### src/core/oct_pkg.sv
// Purpose: Shared constants for the output compare timer, channel 0
// Assumes: 16-bit register port, registers at their byte addresses
// Notes: Eight-bit registers sit in the low byte, upper byte reads zero
package oct_pkg;

  // ----------------------------------------------------------------
  // Register addresses
  // ----------------------------------------------------------------
  localparam logic [15:0] OFS_CTRL = 16'hf700;
  localparam logic [15:0] OFS_IOC = 16'hf701;
  localparam logic [15:0] OFS_CNT = 16'hf706;
  localparam logic [15:0] OFS_CMPA = 16'hf708;
  localparam logic [15:0] OFS_CMPB = 16'hf70a;
  localparam logic [15:0] OFS_START = 16'hf720;
  localparam logic [15:0] OFS_SYNC = 16'hf721;
  localparam logic [15:0] OFS_PWM = 16'hf722;
  localparam logic [15:0] OFS_FUNC = 16'hf723;
  localparam logic [15:0] OFS_OEN = 16'hf724;
  localparam logic [15:0] OFS_INIT = 16'hf725;
  localparam logic [15:0] OFS_FLAG = 16'hf726;

  // ----------------------------------------------------------------
  // Values after reset
  // ----------------------------------------------------------------
  localparam logic [7:0] RST_CTRL = 8'h00;
  localparam logic [7:0] RST_IOC = 8'h00;
  localparam logic [15:0] RST_CNT = 16'h0000;
  localparam logic [15:0] RST_CMP = 16'hffff;
  localparam logic [1:0] RST_START = 2'h0;
  localparam logic [1:0] RST_FUNC = 2'h0;
  localparam logic [1:0] RST_OEN = 2'h0;
  localparam logic [1:0] RST_INIT = 2'h0;
  localparam logic [12:0] RST_PRE = 13'h0000;

  // ----------------------------------------------------------------
  // Field positions and codes
  // ----------------------------------------------------------------
  localparam int CCLR_LSB = 5;
  localparam int CKEG_LSB = 3;
  localparam int TPSC_LSB = 0;
  localparam int IOB_LSB = 4;
  localparam int IOA_LSB = 0;
  localparam int PRE_W = 13;
  localparam logic [1:0] CCLR_ON_A = 2'h1;
  localparam logic [1:0] CCLR_ON_B = 2'h2;
  localparam logic [1:0] EDGE_RISE = 2'h0;
  localparam logic [1:0] EDGE_FALL = 2'h1;
  localparam logic [2:0] IO_LOW = 3'h1;
  localparam logic [2:0] IO_HIGH = 3'h2;
  localparam logic [2:0] IO_TOGGLE = 3'h3;
  localparam logic [1:0] CMB_NORMAL = 2'h0;

endpackage : oct_pkg

### src/core/oct_tick_if.sv
// Purpose: Clock selection from the timer to its prescaler, tick back
// Assumes: One clock domain, mclk
// Notes: Tick is a one-cycle count enable
`timescale 1ns/1ps
interface oct_tick_if;
  logic [2:0] div_sel;
  logic [1:0] edge_sel;
  logic tick;
  modport src (input div_sel, input edge_sel, output tick);
  modport dst (output div_sel, output edge_sel, input tick);
endinterface : oct_tick_if

### src/core/oct_timer.sv
// Purpose: Output compare timer channel 0 with two compare pins
// Assumes: Register port with one-cycle strobes, reads answered next cycle
// Notes: Counter 1 lives elsewhere; only its start bit is held here
`timescale 1ns/1ps

module oct_timer
  import oct_pkg::*;
(
  input wire logic mclk,
  input wire logic rstn,
  input wire logic ext_clk,
  input wire logic [15:0] addr,
  input wire logic [15:0] wr_data,
  input wire logic wr_en,
  input wire logic rd_en,
  output logic [15:0] rd_data,
  output logic pin_a_out,
  output logic pin_a_oe,
  output logic pin_b_out,
  output logic pin_b_oe,
  output logic run_ch1
);

  typedef struct packed {
    logic [7:0] timer_control_ch0;
    logic [7:0] io_control_a_ch0;
    logic [15:0] up_counter_ch0;
    logic [15:0] compare_a_ch0;
    logic [15:0] compare_b_ch0;
    logic [1:0] start_register;
    logic sync_mode_register;
    logic pwm_select_register;
    logic [1:0] function_control_register;
    logic [1:0] pin_enable;
    logic [1:0] initial_level_register;
    logic [1:0] pin_level;
    logic [1:0] match_flag;
    logic [15:0] rdat;
  } oct_state_t;

  oct_state_t st_reg;
  oct_state_t st_next;
  oct_tick_if tk ();
  logic run0;
  logic step;
  logic ma;
  logic mb;
  logic clr;
  logic [1:0] cclr;

  function automatic logic oc_level(input logic [2:0] code, input logic cur);
    case (code)
      IO_LOW: oc_level = 1'b0;
      IO_HIGH: oc_level = 1'b1;
      IO_TOGGLE: oc_level = !cur;
      default: oc_level = cur;
    endcase
  endfunction : oc_level

  // ----------------------------------------------------------------
  // Clock source
  // ----------------------------------------------------------------
  assign tk.div_sel = st_reg.timer_control_ch0[TPSC_LSB +: 3];
  assign tk.edge_sel = st_reg.timer_control_ch0[CKEG_LSB +: 2];

  oct_prescaler u_pre (
    .mclk (mclk),
    .rstn (rstn),
    .ext_clk (ext_clk),
    .tk (tk)
  );

  // ----------------------------------------------------------------
  // Next state
  // ----------------------------------------------------------------
  always_comb
  begin
    st_next = st_reg;
    // Synchronous mode lets either start bit run counter 0; run_ch1 still follows start bit 1 only
    if (st_reg.sync_mode_register)
      run0 = |st_reg.start_register;
    else
      run0 = st_reg.start_register[0];
    step = run0 && tk.tick;
    ma = step && (st_reg.up_counter_ch0 == st_reg.compare_a_ch0);
    mb = step && (st_reg.up_counter_ch0 == st_reg.compare_b_ch0);
    cclr = st_reg.timer_control_ch0[CCLR_LSB +: 2];
    clr = (cclr == CCLR_ON_A && ma) || (cclr == CCLR_ON_B && mb);

    // Counting; the 16-bit add wraps on its own
    if (step)
    begin
      if (clr)
        st_next.up_counter_ch0 = RST_CNT;
      else
        st_next.up_counter_ch0 = st_reg.up_counter_ch0 + 16'h0001;
    end

    // Pin levels follow matches only in normal channel mode
    if (st_reg.function_control_register == CMB_NORMAL)
    begin
      if (ma)
        st_next.pin_level[0] = oc_level(st_reg.io_control_a_ch0[IOA_LSB +: 3],
          st_reg.pin_level[0]);
      if (st_reg.pwm_select_register)
      begin
        if (ma)
          st_next.pin_level[1] = 1'b0;
        if (mb)
          st_next.pin_level[1] = 1'b1;
      end
      else if (mb)
      begin
        st_next.pin_level[1] = oc_level(st_reg.io_control_a_ch0[IOB_LSB +: 3],
          st_reg.pin_level[1]);
      end
    end

    // Register writes; a counter write beats the count step
    if (wr_en)
    begin
      case (addr)
        OFS_CTRL: st_next.timer_control_ch0 = wr_data[7:0];
        OFS_IOC: st_next.io_control_a_ch0 = wr_data[7:0];
        OFS_CNT: st_next.up_counter_ch0 = wr_data;
        OFS_CMPA: st_next.compare_a_ch0 = wr_data;
        OFS_CMPB: st_next.compare_b_ch0 = wr_data;
        OFS_START: st_next.start_register = wr_data[1:0];
        OFS_SYNC: st_next.sync_mode_register = wr_data[0];
        OFS_PWM: st_next.pwm_select_register = wr_data[0];
        OFS_FUNC: st_next.function_control_register = wr_data[1:0];
        OFS_OEN:
        begin
          st_next.pin_enable = ~wr_data[1:0];
          // A pin newly enabled starts from its initial level
          for (int i = 0; i < 2; i++)
          begin
            if (!st_reg.pin_enable[i] && !wr_data[i])
              st_next.pin_level[i] = st_reg.initial_level_register[i];
          end
        end
        OFS_INIT:
        begin
          st_next.initial_level_register = wr_data[1:0];
          st_next.pin_level = wr_data[1:0];
        end
        OFS_FLAG: st_next.match_flag = st_reg.match_flag & wr_data[1:0];
        default: ;
      endcase
    end

    // Sticky match flags; a new match wins over a clear
    st_next.match_flag = st_next.match_flag | {mb, ma};

    // Read data stand for exactly one cycle after the strobe
    st_next.rdat = 16'h0000;
    if (rd_en)
    begin
      case (addr)
        OFS_CTRL: st_next.rdat = {8'h00, st_reg.timer_control_ch0};
        OFS_IOC: st_next.rdat = {8'h00, st_reg.io_control_a_ch0};
        OFS_CNT: st_next.rdat = st_reg.up_counter_ch0;
        OFS_CMPA: st_next.rdat = st_reg.compare_a_ch0;
        OFS_CMPB: st_next.rdat = st_reg.compare_b_ch0;
        OFS_START: st_next.rdat = {14'h0000, st_reg.start_register};
        OFS_SYNC: st_next.rdat = {15'h0000, st_reg.sync_mode_register};
        OFS_PWM: st_next.rdat = {15'h0000, st_reg.pwm_select_register};
        OFS_FUNC: st_next.rdat = {14'h0000, st_reg.function_control_register};
        OFS_OEN: st_next.rdat = {14'h0000, ~st_reg.pin_enable};
        OFS_INIT: st_next.rdat = {14'h0000, st_reg.initial_level_register};
        OFS_FLAG: st_next.rdat = {14'h0000, st_reg.match_flag};
        default: st_next.rdat = 16'h0000;
      endcase
    end
  end

  // ----------------------------------------------------------------
  // State register
  // ----------------------------------------------------------------
  always_ff @(posedge mclk or negedge rstn)
  begin
    if (!rstn)
    begin
      st_reg <= '{RST_CTRL, RST_IOC, RST_CNT, RST_CMP, RST_CMP, RST_START, 1'b0,
        1'b0, RST_FUNC, RST_OEN, RST_INIT, RST_INIT, 2'h0, 16'h0000};
    end
    else
    begin
      st_reg <= st_next;
    end
  end

  // ----------------------------------------------------------------
  // Outputs
  // ----------------------------------------------------------------
  assign rd_data = st_reg.rdat;
  assign pin_a_out = st_reg.pin_level[0];
  assign pin_b_out = st_reg.pin_level[1];
  assign pin_a_oe = st_reg.pin_enable[0];
  assign pin_b_oe = st_reg.pin_enable[1];
  assign run_ch1 = st_reg.start_register[1];
endmodule : oct_timer

### src/core/oct_prescaler.sv
// Purpose: Free running prescaler and count enable for counter 0
// Assumes: ext_clk is asynchronous and slower than mclk / 2
// Notes: Divider codes 000..011 give mclk / 1, 2, 4, 8
`timescale 1ns/1ps
module oct_prescaler
  import oct_pkg::*;
(
  input wire logic mclk,
  input wire logic rstn,
  input wire logic ext_clk,
  oct_tick_if.src tk
);

  typedef struct packed {
    logic [PRE_W-1:0] sys_prescaler;
    logic s1;
    logic s2;
    logic s3;
    logic tick;
  } oct_pre_t;

  oct_pre_t st_reg;
  oct_pre_t st_next;
  logic rise;
  logic fall;

  function automatic logic [PRE_W-1:0] div_mask(input logic [1:0] k);
    div_mask = PRE_W'((14'h0001 << k) - 14'h0001);
  endfunction : div_mask

  // ----------------------------------------------------------------
  // Next state
  // ----------------------------------------------------------------
  always_comb
  begin
    st_next = st_reg;
    st_next.sys_prescaler = st_reg.sys_prescaler + 13'h0001;
    st_next.s1 = ext_clk;
    st_next.s2 = st_reg.s1;
    st_next.s3 = st_reg.s2;
    rise = st_reg.s2 && !st_reg.s3;
    fall = !st_reg.s2 && st_reg.s3;
    if (tk.div_sel[2])
    begin
      case (tk.edge_sel)
        EDGE_RISE: st_next.tick = rise;
        EDGE_FALL: st_next.tick = fall;
        default: st_next.tick = rise || fall;
      endcase
    end
    else
    begin
      st_next.tick = (st_reg.sys_prescaler & div_mask(tk.div_sel[1:0]))
        == div_mask(tk.div_sel[1:0]);
    end
  end

  always_ff @(posedge mclk or negedge rstn)
  begin
    if (!rstn)
      st_reg <= '{RST_PRE, 1'b0, 1'b0, 1'b0, 1'b0};
    else
      st_reg <= st_next;
  end

  assign tk.tick = st_reg.tick;
endmodule : oct_prescaler

### config.mk
export PLATFORM = sky130hd
export DESIGN_NAME = oct_timer
export DESIGN_NICKNAME = d
export VERILOG_FILES = /design/src/core/oct_pkg.sv /design/src/core/oct_tick_if.sv /design/src/core/oct_timer.sv /design/src/core/oct_prescaler.sv
export SDC_FILE = /design/constraint.sdc
export NUM_CORES = 1
export LEC_CHECK = 0
export BUFFER_PORTS_ARGS = -buffer_cell sky130_fd_sc_hd__buf_2
export CORE_ASPECT_RATIO = 0.8
export CORE_UTILIZATION = 35
export CTS_CLUSTER_DIAMETER = 40
export DETAILED_ROUTE_END_ITERATION = 7
export PLACE_DENSITY_LB_ADDON = 0.12
export SYNTH_ARGS = -nofsm -noshare
export SYNTH_HDL_FRONTEND = slang
export SYNTH_HIERARCHICAL = 1
export SYNTH_SLANG_ARGS = --single-unit
### constraint.sdc
create_clock -name mclk -period 2.1 [get_ports mclk]
set_clock_uncertainty 0.2 [all_clocks]
set_input_delay 0.21 -clock mclk [delete_from_list [all_inputs] [get_ports mclk]]
set_output_delay 0.21 -clock mclk [all_outputs]
set_load 0.01 [all_outputs]
; Word-level counts from Yosys, hierarchy flattened
; Index checks and enable logic that the tools add are counted.
[totals]
register_bits = 111
inputBits = 37
out_inout_bits = 21
[classes]
addsub = 3
n_eq_ne = 24
shifts = 1
muxes = 29
bitwise = 5
reduce_logical = 32
[ops]
columns = op, n
row1 = $eq A16 B16 Y1 const B, 12
row2 = $pmux W16 S12, 1
row3 = $mux W16, 6
row4 = $mux W62, 1
row5 = $eq A16 B16 Y1, 2
row6 = $reduce_and A2 Y1, 10
row7 = $add A16 B1 Y16 const B, 1
row8 = $add A13 B1 Y13 const B, 1
row9 = $and A13 B13 Y13, 1
row10 = $eq A13 B13 Y1, 1
row11 = $shl A1 B2 Y13 const A, 1
row12 = $sub A13 B1 Y13 const B, 1
row13 = $eq A3 B2 Y1 const B, 4
row14 = $mux W2, 6
row15 = $mux W1, 11
row16 = $logic_and A1 B1 Y1, 9
row17 = $logic_not A1 Y1, 8
row18 = $eq A3 B1 Y1 const B, 2
row19 = $pmux W1 S3, 2
row20 = $eq A2 B1 Y1 const B, 2
row21 = $logic_not A2 Y1, 2
row22 = $not A2 Y2, 2
row23 = $pmux W2 S2, 1
row24 = $and A2 B2 Y2, 1
row25 = other kinds (5), 6

; Logic depth before layout (Yosys ltp)
[logic_depth]
depth_word = 12
ltp_mapped = 10
ltp_nobuf = 7

; Hierarchy
; Netlist, hierarchy kept.
[modules_own_cells]
columns = mod, n_inst, cells_each, area_each_um2
row1 = oct_timer, 1, 515, 5457.7
row2 = oct_prescaler, 1, 63, 718.2

; Worst setup path before layout
; OpenSTA, ideal clock, no wires.
[synth_path]
path_kind = reg-to-reg
start = register st_reg[75] (netlist bit)
end = register st_reg[67] (netlist bit)
arrival_ps = 1709
required_time_ps = 1782
setup_slack_ps = 73
stages_incl_launch_ff = 9
path_buffers = 2
period_less_slack_ps = 2027
cell_sequence = dfrtp_1 -> clkbuf_1 -> xnor2_1 -> nand4_1 -> nor3_2 -> a32o_1 -> buf_2 -> nor3_1 -> a21o_1
[synth_lines]
columns = item, line_no
row1 = start: declaration, oct_timer.sv:41  ; oct_state_t st_reg;
row2 = start signal: assignment, oct_timer.sv:184  ; st_reg <= '{RST_CTRL, RST_IOC, RST_CNT, RST_CMP, RST_CMP, RST_START, 1'b0,
row3 = start signal: assignment, oct_timer.sv:189  ; st_reg <= st_next;

==> summary.md <==
| Metric | Value |
|---|---|
| Row count | between 40 and 50 |
| Iter 0 DRT Violations | approximately 410 |
| #FFs+latches synth | 110 |
| Peak VDD IR | approximately 0.00033 V |
| DR DRC count | 0 |
| Cell Area, Synth | between 6000 and 7000 um^2 |
| Initial Util | about 36% |
| Yosys top cell by area | dfrtp_1 |
| CTS Buf Count | 9 |
| Cell variety after synth | between 60 and 70 |
| Crit share post-route | 99.62% |
| Worst R2R Start | st_reg[69] |
| Wire length on met2 | roughly 7300 um |
| Critical Path Sink Type | flop |
| Routed WL | around 17000 um |
| Met1 WL | approximately 8900 um |
| ANT nets after route | 0 |
| Reg2Reg Setup Slack | between 0.007 and 0.008 ns |
| Util after Layout | a little over two fifths |
| Worst setup SP type | flop |
| P_leak | 3.322 nW |
| Vias | between 4000 and 5000 |
| FFs w/ async S/R, synth | 100.0% |
| IO buf count | between 50 and 60 |
| Crit-path cells | buf_4, and4_1, nand4_1, or3b_4, xor2_1, nor3_1, a21o_1 |
| WP depth | 7 |
| Root Buffer | clkbuf_16 |
| RSZ-0062 raised after global routing | yes |
| Status | finished clean |
| Hold Vio Cnt, Final | 0 |
| Largest net degree at the start of global routing | around 110 |
| Syn_area_per_cell | ~11 um^2 |
| Vias in the first global route | between 4000 and 5000 |
| Final setup viols | 0 |
| Highest metal used | met4 |
| NumNets Final | 712 |
| CP max stage delay | about 0.46 ns |
| Max reg flops | a little over 70 |
| Crit path max-delay family | simple AND/OR/NAND/NOR gates |
| Critical R2R Capture | st_reg[77] |
| CTS H-Tree Depth | 3 |
| Synth Flop Type | dfrtp_1 |
| Max-cap violations | 0 |
| Final hold slack | roughly 0.024 ns |
| Clock transition at the registers of the reported paths | roughly 0.07 ns |
| Diode count | 0 |
| CP Data Required Time | between 2 and 2.5 ns |
| DR pass1 iterations | 5 |
| Synth top area share | between 30% and 40% |
| FMAX | between 400 and 500 MHz |
| Area Overhead vs Synth | 22.37% |
| Minimum clock period | roughly 2.1 ns |
| Worst R2R Path Depth | 7 |
| Critical path fanouts, max | 5 |
| Layout cells sized above 1 | between 30% and 40% |
| GPL Wtd Cong | 0.8898 |
| Gr usage total | about 20% |
| Clock Tree Buf Depth | 2 |
| Mapped Nets | 620 |
| Critical Path Sink | st_reg[77] |
| PwrDens | between 500 and 600 nW/um^2 |
| DR WL/cell | 19.31 um |
| Slew HR | between 50% and 60% |
| Die X | 150.5 um |
| I/O Pins | 58 |
| Worst Hold Class | in -> reg |
| Initial antenna violation count | 0 |
| Ys Warns | 6 |
| Pins Over Slew Limit | 0 |
| Worst-margin pin slew | about 0.64 ns |
| Worst-Skew Late Latency | 0.36 ns |
| Number of fillers in the final layout | approximately 1700 |
| CTS tree | yes |
| CP arrival | 2.19 ns |
| Via density | between 5 and 6 |
| Post-synthesis sequential area ratio | between 40% and 50% |
| Total core area | ~17000 um^2 |
| Ranking of synthesized cells by area | dfrtp_1 (32%), dfstp_2 (14%), mux2_1 (6.9%) |
| Crit path buf inv count | 1 |
| Slowest-stage cell, CP | dfrtp_1 |
| DP HPWL | ~13000 um |
| Power, Total | ~0.0042 W |
| DIE HEIGHT | 120.8 um |
| Setup CP Type | reg -> reg |
| Syn Inst Count | between 500 and 600 |
| DR WL met3 | approximately 1000 um |
| GR Overflow Total | 0 |
| Clock sinks | 110 |
| Crit path from | st_reg[69] |
| Die area | roughly 18000 um^2 |
| Number of synthesized flops with an enable pin | 0 |
| First-pass GRT wire length | approximately 27000 um |
-- cell usage after synthesis (all sizes together) (2+ instances only) --
cell     n
a211oi   2
a21o    17
a21oi   20
a221oi   2
a22oi   20
a31oi    3
a32o     2
and2     3
and3     6
and3b    3
and4     3
buf     44
clkbuf   9
dfrtp   78
dfstp   32
ha       5
inv     12
mux2    57
mux2i    5
nand2   49
nand3   22
nand3b   2
nand4   22
nor2    25
nor2b    4
nor3    30
nor3b    4
nor4     4
o21ai   17
or3      3
or4      2
xnor2   47
xor2    10
-- cell type report --
cell class | instances | area [um^2] | area share (%)
Multi-Input combinational cell | 403 | 3149 | 41.67
Sequential cell | 110 | 2801 | 37.07
Timing Repair Buffer | 134 | 969.7 | 12.83
Tap cell | 225 | 281.5 | 3.725
Clock buffer | 10 | 229.0 | 3.030
Clock inverter | 6 | 81.33 | 1.076
Inverter | 12 | 45.04 | 0.5960
-- kinds of logic after synthesis --
kind of cell,share of synthesized area (%)
compound gates,9.927
xor+xnor,8.083
fa+ha+maj,1.013
buf+inv,5.814
flops,45.22
mux,12.54
simple gates,17.40
-- placed cells by master, fill, tap and decap left out, types with 12 or more instances in the layout --
cell type	synthesis	final
a21o_1	17	17
a21oi_1	20	20
a22oi_1	20	20
buf_2	23	56
buf_4	17	57
dfrtp_1	78	71
dfstp_2	32	32
dlygate4sd3_1	0	15
inv_1	12	12
mux2_1	38	38
mux2_4	16	16
nand2_1	49	48
nand3_1	16	16
nand4_1	22	22
nor2_1	24	23
nor3_1	25	25
o21ai_0	12	12
xnor2_1	47	37
-- per-stage QoR --
stage	cells	TNS (ns)	setup slack, ns	cell area (um^2)
after floorplan	578	0	0.07276	6176
after global placement	866	-2.480	-0.1680	6937
after detailed placement	866	-2.491	-0.1273	6937
after CTS	897	0	0.0003790	7466
after global routing	900	-0.8262	-0.09521	7557
final	900	0	0.007945	7557
-- worst min-delay path by stage --
stage                          start                to  slack [ns]  cells after the start
after floorplan                 rstn           cclr[0]       -0.29                      0
after global placement       ext_clk  u_pre/st_next[2]        0.12                      1
after detailed placement     ext_clk  u_pre/st_next[2]        0.12                      1
after CTS                 wr_data[7]        st_reg[69]        0.02                      2
after global routing      wr_data[7]        st_reg[69]        0.03                      2
final                     wr_data[7]        st_reg[69]        0.02                      2
-- layer usage --
layer / up-vias / track usage, %
met5: - / 0
met4: 0 / 4.987
met3: 17 / 4.943
met2: 140 / 28.86
met1: 2420 / 30.97
li1: 2229 / -
-- power by group --
| group | switching [W] | internal [W] |
|---|---|---|
| logic | 0.000155 | 0.0000982 |
| registers | 0.00000773 | 0.00213 |
| clock network | 0.000841 | 0.000948 |
-- what timing repair did --
action,4_1_cts,5_1_grt
hold endpoints to repair,124,0
hold buffers,15,0
gates cloned,0,0
setup endpoints to repair,18,18
setup buffers,0,3
resized for setup,13,14
pin swaps,3,8
Power figures use the tool's default switching activity.
